File: src/hw/fcdc_defs.svh
`ifndef FCDC_DEFS_SVH
`define FCDC_DEFS_SVH

// Register byte offsets
`define FCDC_CLKDIV_OFS 8'h00
`define FCDC_STAT_OFS   8'h04
`define FCDC_PROT_OFS   8'h08
`define FCDC_IDX_OFS    8'h0c
`define FCDC_PARAM_OFS  8'h10
`define FCDC_FAULT_OFS  8'h14
`define FCDC_FADDR_OFS  8'h18
`define FCDC_FDATA_OFS  8'h1c

// Status fields
`define FCDC_STAT_COMMAND_COMPLETE_FLAG   7
`define FCDC_STAT_ACCESS_ERROR_FLAG 5
`define FCDC_STAT_PROTECTION_VIOLATION_FLAG 4
`define FCDC_STAT_MG_HI  1
`define FCDC_STAT_MG_LO  0

// Protection fields
`define FCDC_PROT_PLDIS 0
`define FCDC_PROT_PHDIS 1
`define FCDC_PROT_POPEN 2
`define FCDC_PROT_DOPEN 3

// Fault fields
`define FCDC_FAULT_SGL 0
`define FCDC_FAULT_DBL 1

// Reset values and D-flash block number
`define FCDC_CLKDIV_RST 8'h00
`define FCDC_PROT_RST   4'h0
`define FCDC_IDX_RST    3'h0
`define FCDC_DFLASH_BLK 7'h10

// Command codes
`define FCDC_CMD_EVALL  8'h01
`define FCDC_CMD_EVBLK  8'h02
`define FCDC_CMD_ERALL  8'h08
`define FCDC_CMD_ERBLK  8'h09
`define FCDC_CMD_UNSEC  8'h0b
`define FCDC_CMD_UMARG  8'h0d
`define FCDC_CMD_FMARG  8'h0e
`define FCDC_CMD_EVSEC  8'h10
`define FCDC_CMD_PROG   8'h11
`define FCDC_CMD_ERSEC  8'h12
`endif

File: src/hw/fcdc_pkg.sv
package fcdc_pkg;
	typedef enum logic [1:0] {
		FCDC_IDLE  = 2'b00,
		FCDC_START = 2'b01,
		FCDC_BUSY  = 2'b11
	} fcdc_state_t;

	typedef struct packed {
		logic [7:0]  code;
		logic [22:0] addr;
		logic [15:0] count;
	} fcdc_op_t;
endpackage : fcdc_pkg

File: src/hw/fcdc_top.sv
`timescale 1ns/100ps
`include "fcdc_defs.svh"

module fcdc_top
	import fcdc_pkg::*;
(
	input  wire logic        clk,
	input  wire logic        rst_n,
	input  wire logic        psel,
	input  wire logic        penable,
	input  wire logic        pwrite,
	input  wire logic [7:0]  paddr,
	input  wire logic [31:0] pwdata,
	output logic             pready,
	output logic             pslverr,
	output logic [31:0]      prdata,
	input  wire logic        special_mode,
	input  wire logic        rd_valid,
	input  wire logic [22:0] rd_addr,
	output logic             rd_invalid,
	output logic             op_start,
	output fcdc_op_t         op,
	input  wire logic        op_done,
	input  wire logic        op_err_any,
	input  wire logic        op_err_ncorr,
	output logic             command_complete_flag
);
	localparam int NPARAM = 6;

	fcdc_state_t state;
	fcdc_state_t next_state;
	logic [7:0]  flash_clock_divider_reg;
	logic        div_init;
	logic [3:0]  pflash_protection_reg;
	logic [2:0]  param_index;
	logic [15:0] command_param_reg [NPARAM];
	logic        access_error_flag;
	logic        protection_violation_flag;
	logic        margin_status_hi;
	logic        margin_status_lo;
	logic        single_fault_flag;
	logic        double_fault_flag;
	logic [22:0] fault_addr;
	logic        special_q1;
	logic        special_q2;

	// APB decode; a write acts at the edge that samples pready high
	wire acc      = psel & penable & pready;
	wire wr       = acc & pwrite;
	wire sel_div  = paddr == `FCDC_CLKDIV_OFS;
	wire sel_stat = paddr == `FCDC_STAT_OFS;
	wire sel_prot = paddr == `FCDC_PROT_OFS;
	wire sel_idx  = paddr == `FCDC_IDX_OFS;
	wire sel_par  = paddr == `FCDC_PARAM_OFS;
	wire sel_flt  = paddr == `FCDC_FAULT_OFS;
	wire sel_fadr = paddr == `FCDC_FADDR_OFS;
	wire sel_fdat = paddr == `FCDC_FDATA_OFS;
	wire mapped   = sel_div | sel_stat
		| sel_prot | sel_idx
		| sel_par | sel_flt
		| sel_fadr | sel_fdat;
	wire idx_ok   = param_index < 3'(NPARAM);

	wire [7:0]  cmd = command_param_reg[0][15:8];
	wire [6:0]  blk = command_param_reg[0][6:0];
	wire [22:0] cmd_addr = {blk, command_param_reg[1]};

	wire code_ok = cmd == `FCDC_CMD_EVALL
		|| cmd == `FCDC_CMD_EVBLK
		|| cmd == `FCDC_CMD_ERALL
		|| cmd == `FCDC_CMD_ERBLK
		|| cmd == `FCDC_CMD_UNSEC
		|| cmd == `FCDC_CMD_UMARG
		|| cmd == `FCDC_CMD_FMARG
		|| cmd == `FCDC_CMD_EVSEC
		|| cmd == `FCDC_CMD_PROG
		|| cmd == `FCDC_CMD_ERSEC;
	wire prog_erase = cmd == `FCDC_CMD_ERALL
		|| cmd == `FCDC_CMD_ERBLK
		|| cmd == `FCDC_CMD_UNSEC
		|| cmd == `FCDC_CMD_PROG
		|| cmd == `FCDC_CMD_ERSEC;
	// Codes that report margin status
	wire is_verify = cmd == `FCDC_CMD_EVALL
		|| cmd == `FCDC_CMD_EVBLK
		|| cmd == `FCDC_CMD_EVSEC
		|| cmd == `FCDC_CMD_UNSEC;

	wire acc_code = ~code_ok;
	wire acc_div  = prog_erase & ~div_init;
	wire acc_idx  = cmd == `FCDC_CMD_EVALL & param_index != 3'h0;
	wire acc_mode = cmd == `FCDC_CMD_FMARG & ~special_q2;
	wire chk_acc  = acc_code | acc_div | acc_idx | acc_mode;

	wire pf_all = pflash_protection_reg[`FCDC_PROT_PLDIS]
		& pflash_protection_reg[`FCDC_PROT_PHDIS]
		& pflash_protection_reg[`FCDC_PROT_POPEN];
	wire dflash_open = pflash_protection_reg[`FCDC_PROT_DOPEN];
	wire is_dblk = blk == `FCDC_DFLASH_BLK;

	wire viol_all = cmd == `FCDC_CMD_ERALL & ~(pf_all & dflash_open);
	// open bits of the chosen block
	wire viol_blk = cmd == `FCDC_CMD_ERBLK
		& (is_dblk ? ~dflash_open : ~pf_all);
	// Access error outranks violation
	wire chk_viol = ~chk_acc & (viol_all | viol_blk);

	// launch by clearing the complete flag
	wire launch = wr & sel_stat & pwdata[`FCDC_STAT_COMMAND_COMPLETE_FLAG]
		& state == FCDC_IDLE & ~access_error_flag
		& ~protection_violation_flag;
	// a failed check never leaves idle
	wire go = launch & ~chk_acc & ~chk_viol;
	wire done = state == FCDC_BUSY & op_done;

	// Operations that span every block
	wire op_all = op.code == `FCDC_CMD_EVALL
		|| op.code == `FCDC_CMD_ERALL
		|| op.code == `FCDC_CMD_UNSEC;
	wire collide = rd_valid & ~command_complete_flag
		& (op_all || rd_addr[22:16] == op.addr[22:16]);
	// capture only when no fault pending
	wire fault_cap = collide & ~single_fault_flag & ~double_fault_flag;

	wire clr_stat = wr & sel_stat;
	wire clr_flt  = wr & sel_flt;

	always_comb begin
		next_state = state;
		unique case (state)
			FCDC_IDLE: begin
				if (go)
					next_state = FCDC_START;
			end
			FCDC_START: begin
				next_state = FCDC_BUSY;
			end
			FCDC_BUSY: begin
				if (op_done)
					next_state = FCDC_IDLE;
			end
			default: begin
				next_state = FCDC_IDLE;
			end
		endcase
	end

	// Flags: hardware set wins over write-one-to-clear
	// access error
	wire next_access_error_flag = (launch & chk_acc) | (access_error_flag
		& ~(clr_stat & pwdata[`FCDC_STAT_ACCESS_ERROR_FLAG]));
	wire next_protection_violation_flag = (launch & chk_viol) | (protection_violation_flag
		& ~(clr_stat & pwdata[`FCDC_STAT_PROTECTION_VIOLATION_FLAG]));
	wire next_sgl = fault_cap | (single_fault_flag
		& ~(clr_flt & pwdata[`FCDC_FAULT_SGL]));
	wire next_dbl = fault_cap | (double_fault_flag
		& ~(clr_flt & pwdata[`FCDC_FAULT_DBL]));

	// Margin status from the verify reads
	wire vfy_done = done & is_verify;
	wire next_mg_hi = go ? 1'b0
		: (vfy_done ? op_err_any : margin_status_hi);
	wire next_mg_lo = go ? 1'b0
		: (vfy_done ? op_err_ncorr : margin_status_lo);

	// Status byte as software reads it
	wire [7:0] stat_rd = {
		command_complete_flag,
		1'b0,
		access_error_flag,
		protection_violation_flag,
		2'b00,
		margin_status_hi,
		margin_status_lo
	};

	wire [31:0] rdata =
		sel_div  ? {24'h0, flash_clock_divider_reg} :
		sel_stat ? {24'h0, stat_rd} :
		sel_prot ? {28'h0, pflash_protection_reg} :
		sel_idx  ? {29'h0, param_index} :
		sel_par  ? (idx_ok ? {16'h0, command_param_reg[param_index]}
			: 32'h0) :
		sel_flt  ? {30'h0, double_fault_flag, single_fault_flag} :
		sel_fadr ? {9'h0, fault_addr} :
		32'h0;

	always_ff @(posedge clk) begin
		if (!rst_n) begin
			pready  <= 1'b0;
			pslverr <= 1'b0;
			prdata  <= 32'h0;
		end else begin
			// One wait state, reply stands a cycle
			pready  <= psel & penable & ~pready;
			pslverr <= psel & penable & ~pready & ~mapped;
			prdata  <= (psel & penable & ~pready & ~pwrite) ? rdata : 32'h0;
		end
	end

	always_ff @(posedge clk) begin
		if (!rst_n) begin
			special_q1 <= 1'b0;
			special_q2 <= 1'b0;
		end else begin
			// Mode pin is asynchronous
			special_q1 <= special_mode;
			special_q2 <= special_q1;
		end
	end

	always_ff @(posedge clk) begin
		if (!rst_n) begin
			flash_clock_divider_reg <= `FCDC_CLKDIV_RST;
			div_init                <= 1'b0;
			pflash_protection_reg   <= `FCDC_PROT_RST;
			param_index             <= `FCDC_IDX_RST;
		end else begin
			// Any divider write counts as set
			if (wr & sel_div) begin
				flash_clock_divider_reg <= pwdata[7:0];
				div_init                <= 1'b1;
			end
			if (wr & sel_prot)
				pflash_protection_reg <= pwdata[3:0];
			if (wr & sel_idx)
				param_index <= pwdata[2:0];
		end
	end

	// Parameter words, one per index
	for (genvar i = 0; i < NPARAM; i++) begin : g_param
		always_ff @(posedge clk) begin
			if (!rst_n)
				command_param_reg[i] <= 16'h0;
			else if (wr & sel_par & param_index == 3'(i) & state == FCDC_IDLE)
				command_param_reg[i] <= pwdata[15:0];
		end
	end

	always_ff @(posedge clk) begin
		if (!rst_n) begin
			state                     <= FCDC_IDLE;
			command_complete_flag     <= 1'b1;
			access_error_flag         <= 1'b0;
			protection_violation_flag <= 1'b0;
			margin_status_hi          <= 1'b0;
			margin_status_lo          <= 1'b0;
		end else begin
			state                     <= next_state;
			command_complete_flag     <= go ? 1'b0
				: (done | command_complete_flag);
			access_error_flag         <= next_access_error_flag;
			protection_violation_flag <= next_protection_violation_flag;
			margin_status_hi          <= next_mg_hi;
			margin_status_lo          <= next_mg_lo;
		end
	end

	always_ff @(posedge clk) begin
		if (!rst_n) begin
			op_start <= 1'b0;
			op       <= '0;
		end else begin
			op_start <= go;
			if (go) begin
				op.code  <= cmd;
				op.addr  <= cmd_addr;
				op.count <= command_param_reg[2];
			end
		end
	end

	always_ff @(posedge clk) begin
		if (!rst_n) begin
			rd_invalid        <= 1'b0;
			single_fault_flag <= 1'b0;
			double_fault_flag <= 1'b0;
			fault_addr        <= 23'h0;
		end else begin
			rd_invalid        <= collide;
			single_fault_flag <= next_sgl;
			double_fault_flag <= next_dbl;
			if (fault_cap)
				fault_addr <= rd_addr;
		end
	end

endmodule : fcdc_top

File: config.mk
export PLATFORM = sky130hd
export DESIGN_NAME = fcdc_top
export DESIGN_NICKNAME = d
export VERILOG_FILES = /design/src/hw/fcdc_pkg.sv /design/src/hw/fcdc_top.sv
export VERILOG_INCLUDE_DIRS = /design/src /design/src/hw
export SDC_FILE = /design/constraint.sdc
export NUM_CORES = 1
export LEC_CHECK = 0
export BUFFER_PORTS_ARGS = -buffer_cell sky130_fd_sc_hd__buf_4
export CORE_MARGIN = 2
export CORE_UTILIZATION = 30
export CTS_BUF_LIST = sky130_fd_sc_hd__clkbuf_4 sky130_fd_sc_hd__clkbuf_8
export CTS_CLUSTER_DIAMETER = 120
export DETAILED_ROUTE_END_ITERATION = 10
export PLACE_DENSITY_LB_ADDON = 0.08
export SLEW_MARGIN = 30
export SYNTH_ARGS = -nofsm -noshare
export SYNTH_HDL_FRONTEND = slang
export SYNTH_SLANG_ARGS = --single-unit
File: constraint.sdc
create_clock -name clk -period 4.4 [get_ports clk]
set_clock_uncertainty 0.1 [all_clocks]
set_input_delay 0.44 -clock clk [delete_from_list [all_inputs] [get_ports clk]]
set_output_delay 0.44 -clock clk [all_outputs]
set_load 0.05 [all_outputs]
# --- Yosys cells after proc, flatten, opt, wreduce, memory -nomap -nowiden ---
# Memories as Yosys holds them, arrays and structs flattened. A register that Yosys moved wholly into a read port is not among the register bits.
# Index checks and enable logic that the tools add are counted.
totals:
  ff_bits: 108
  ram_bits: 96
  inputBits: 73
  out_inout_bits: 84
  word_cells: 223
  n_memories: 1
op_classes:
  order_cmp: 1
  eq_ne: 31
  n_mux: 40
  bitwise_logic: 99
  reduce_logical: 28
mem_list:
  columns: ["name", "words", "width", "read_ports", "rd_ports_with_merged_regs", "write_ports", "line", "text"]
  rows:
  - ["command_param_reg", 6, 16, 4, 3, 6, "fcdc_top.sv:36", "logic [15:0] command_param_reg [NPARAM];"]
op_table:
  columns: ["operator", "n"]
  rows:
  - ["2-to-1 mux 16 bit", 7]
  - ["== test 8 x 4 -> 1 bit (second input constant)", 9]
  - ["2-to-1 mux 23 bit", 3]
  - ["== test 8 x 5 -> 1 bit (second input constant)", 7]
  - ["AND 1 bit", 55]
  - ["2-to-1 mux 8 bit", 4]
  - ["NOT 1 bit", 22]
  - ["OR 1 bit", 22]
  - ["2-to-1 mux 1 bit", 21]
  - ["logical OR 1 bit", 18]
  - ["== test 8 x 1 -> 1 bit (second input constant)", 2]
  - ["== test 8 x 2 -> 1 bit (second input constant)", 1]
  - ["== test 8 x 3 -> 1 bit (second input constant)", 1]
  - ["logical NOT 8 bit", 1]
  - ["== test 7 x 5 -> 1 bit (second input constant)", 1]
  - ["== test 7 bit", 1]
  - ["== test 3 x 2 -> 1 bit (second input constant)", 2]
  - ["== test 3 bit (second input constant)", 2]
  - ["2-to-1 mux 3 bit", 2]
  - ["case mux 2 bit (3 select lines)", 1]
  - ["OR reduction 6 bit", 1]
  - ["2-to-1 mux 2 bit", 2]
  - ["inequality test 2 bit (second input constant)", 2]
  - ["AND reduction 2 bit", 2]
  - ["other kinds (9)", 10]

# --- Logic depth before layout (Yosys ltp) ---
# An unclocked memory read counts as a cell.
logic_depth:
  ltp_word: 21
  mapped_depth: 8
  mapped_depth_nobuf: 5

# --- Least setup slack after synthesis ---
# No wires, ideal clock.
synth_timing:
  path_kind: "reg-to-reg"
  from: "reg pready"
  to: "mem command_param_reg[0][0] (enable)"
  setup_time_ns: 0.414
  arrival_time_ns: 2.849
  required_time_ns: 3.886
  setup_slack_ns: 1.036
  path_stages_with_launch: 7
  n_path_buf: 2
  period_less_slack_ns: 3.364
  path_cell_list: "dfxtp_1 > and4_1 > clkbuf_1 > nand4b_1 > nand2b_1 > buf_4 > o31ai_1"
synth_lines:
  columns: ["element", "line", "text"]
  rows:
  - ["from (decl)", "fcdc_top.sv:14", "output logic pready,"]
  - ["from (signal assigned)", "fcdc_top.sv:195", "pready <= psel & penable & ~pready;"]
  - ["to (decl)", "fcdc_top.sv:36", null]

==> flow_summary.json <==
{
  "path_clk_slew_ns": 0.06,
  "ys_seq_elements": 223,
  "cts_buffers": 42,
  "hold_viol_final": 0,
  "irDropWorstVdd_mv": 0.1574,
  "slowest_stage": "nor4_4",
  "root_buffer": "clkbuf_8",
  "whs_ns": 0.04488,
  "antenna_found_initial": 1,
  "finalSetupTns_ns": 0,
  "yosys.cell_types.count": 64,
  "slew_violations": 0,
  "crit_path_start_kind": "register",
  "cts_hold_buf": 2,
  "num_rows": 66,
  "relSlewSlack_pct": 43.18,
  "port_buffers": 131,
  "dpl-instance-area_um2": 11280,
  "synth_fa_ha_area_share_pct": 0,
  "stdcell_count": 1525,
  "postLayoutCoreUtil_pct": 37.66,
  "initial_core_util_pct": 30.40,
  "cp_max_fo": 38,
  "largest_reg_flops": 96,
  "worstHoldPathType": "input pin to register",
  "cts_buffer_depth": 3,
  "post_drt_wl_per_cell_um": 19.91,
  "period_needed_ns": 3.298,
  "placed_cells_incl_taps": 1446,
  "synthArstFlopShare_pct": 0,
  "end_kind": "register",
  "critical_path.top_delay_family": "simple AND/OR/NAND/NOR gates",
  "crit_type": "register to register",
  "dieArea_um2": 34440,
  "grt_overflow": 0,
  "yosysWarnings": 0,
  "max_freq_mhz": 303.3,
  "routed_via_density": 4.632,
  "grt_max_degree": 69,
  "synth_area_um2": 9892,
  "diodes": 0,
  "core_area_um2": 32540,
  "fin_crit_sh_pct": 74.95,
  "grt_pass1_vias": 7055,
  "drt_pass1_iterations": 4,
  "synth_flop_cell": "dfxtp_1",
  "synth-xor-area-share_pct": 0.8854,
  "yosysTopAreaCell": "edfxtp_1",
  "synthDominantCellAreaShare_pct": 29.14,
  "route.detailed.drc": 0,
  "grt.total_usage_pct": 17.60,
  "critPathRequiredTime_ns": 4.77,
  "cts_resized": 0,
  "synth_top_family_by_area": "simple AND/OR/NAND/NOR gates",
  "yosys.area_share.simple_pct": 20.24,
  "dr_total_vias": 7064,
  "synth_most_common_cell": "nand2_1",
  "crit_buf_inv": 1,
  "ys_top_cells_by_count": "184 x nand2_1, 127 x dfxtp_1, 106 x and2_1",
  "p_leak_nw": 4.464,
  "grt_pass1_wl_um": 44830,
  "finalPower_mw": 4.690,
  "cts_max_level": 2,
  "postCtsSetupBuffers": 0,
  "layout.nets": 1123,
  "synthCells": 911,
  "dieWidth_um": 185.6,
  "synth-seq-area-share_pct": 54.84,
  "cp_slowest_stage_delay_ns": 0.67,
  "clk_latency_ns": 0.56,
  "syn_to_final_growth_pct": 23.88,
  "fin_ws_ns": 1.102,
  "synth_area_leaders": "edfxtp_1 29%, dfxtp_1 26%, mux2i_1 8.8%, nand2_1 7.0%, and2_1 6.7%",
  "synth_edf_count": 96,
  "final_area_um2": 12250,
  "synth_compound_area_share_pct": 6.704,
  "rsz0062_at_grt": "false",
  "io_pins": 157,
  "power_density_nw_per_um2": 382.7,
  "die_y_um": 185.6,
  "dp_hpwl_um": 20750,
  "drtAntennaViolNets": 0,
  "maxCapViolCount": 0,
  "final_layout_size_suffix_gt1_share_pct": 24.28,
  "synth_mux_area_share_pct": 12.83,
  "routabilityCongestion": 0.7889,
  "place_ws_ns": 1.159,
  "drtIter0Drc": 382,
  "cts_tree": "yes",
  "drt_wl_total_um": 30370,
  "final-setup-viol-count": 0,
  "cp_data_arrival_time_ns": 3.66,
  "outcome": "finished, final reports clean",
  "nFillCells": 3289,
  "cts.sinks": 223,
  "syn_area_per_cell_um2": 10.86,
  "tightest_slew_ns": 0.8430,
  "worstPathCellList": "nor4_2 > mux2_2 > a22o_1 > nor4_4 > buf_12 > mux2i_1"
}
==> cell families after synthesis <==
| group | Yosys count |
|---|---|
| xor gates and xnor gates | 10 |
| other | 1 |
| muxes | 106 |
| buffers and inverters | 81 |
| DFF | 223 |
| and+or+nand+nor | 392 |
| AOI/OAI and AO/OA | 98 |
==> cell usage in the layout, fill, tap and decap left out, drive strengths merged, types with 3 or more instances in the layout <==
cell type	count
a211oi	3
a21oi	30
a221oi	4
and2	107
and3	5
and4	3
buf	154
clkbuf	68
clkinv	4
conb	9
dfxtp	127
edfxtp	96
inv	15
mux2	3
mux2i	87
mux4	16
nand2	184
nand2b	4
nand3	22
nand4	7
nand4b	4
nor2	21
nor3	3
nor3b	4
nor4	12
o211ai	4
o21ai	29
o31ai	5
or2	3
or4b	3
xnor2	5
xor2	5
==> where the power goes <==
group / switching, mW / total, mW / internal, mW
registers: 0.0220 / 2.21 / 2.19
clock network: 0.925 / 2.27 / 1.35
logic: 0.137 / 0.207 / 0.0699
==> area by class of cell <==
type | instances | area [um2] | share of cell area (%)
sequential | 223 | 5426 | 44.28
multi-input combinational | 615 | 4084 | 33.33
timing repair buffer | 156 | 1189 | 9.700
clock buffer | 68 | 848.3 | 6.923
tap | 442 | 553.0 | 4.513
clock inverter | 9 | 108.9 | 0.8883
inverter | 12 | 45.04 | 0.3676
==> tightest hold or removal path, delay by kind of cell <==
family | cells | cell delay, ns
buffers and inverters | 1 | 0.11
muxes | 1 | 0.05
and+or+nand+nor | 1 | 0.04
==> path summary, 6_finish.rpt <==
check	end	cells past startpoint	slack, ns	startpoint
setup / recovery	op[25]	6	1.10	command_param_reg[0][10]
hold / removal	fault_addr[2]	3	0.04	rd_addr[2]
setup reg to reg	op[25]	6	1.10	command_param_reg[0][10]
hold reg to reg	special_q2	1	0.33	special_q1
==> metal layers <==
metal / global-route usage (%) / wire length [um] / vias up
met1: 25.73 / 15190 / 3374
met2: 26.60 / 13110 / 175
li1: - / - / 3467
met3: 3.346 / 1485 / 48
met4: 4.535 / 587 / 0
met5: 0 / 0 / -
Note: power is estimated with default switching activity, not from simulation.
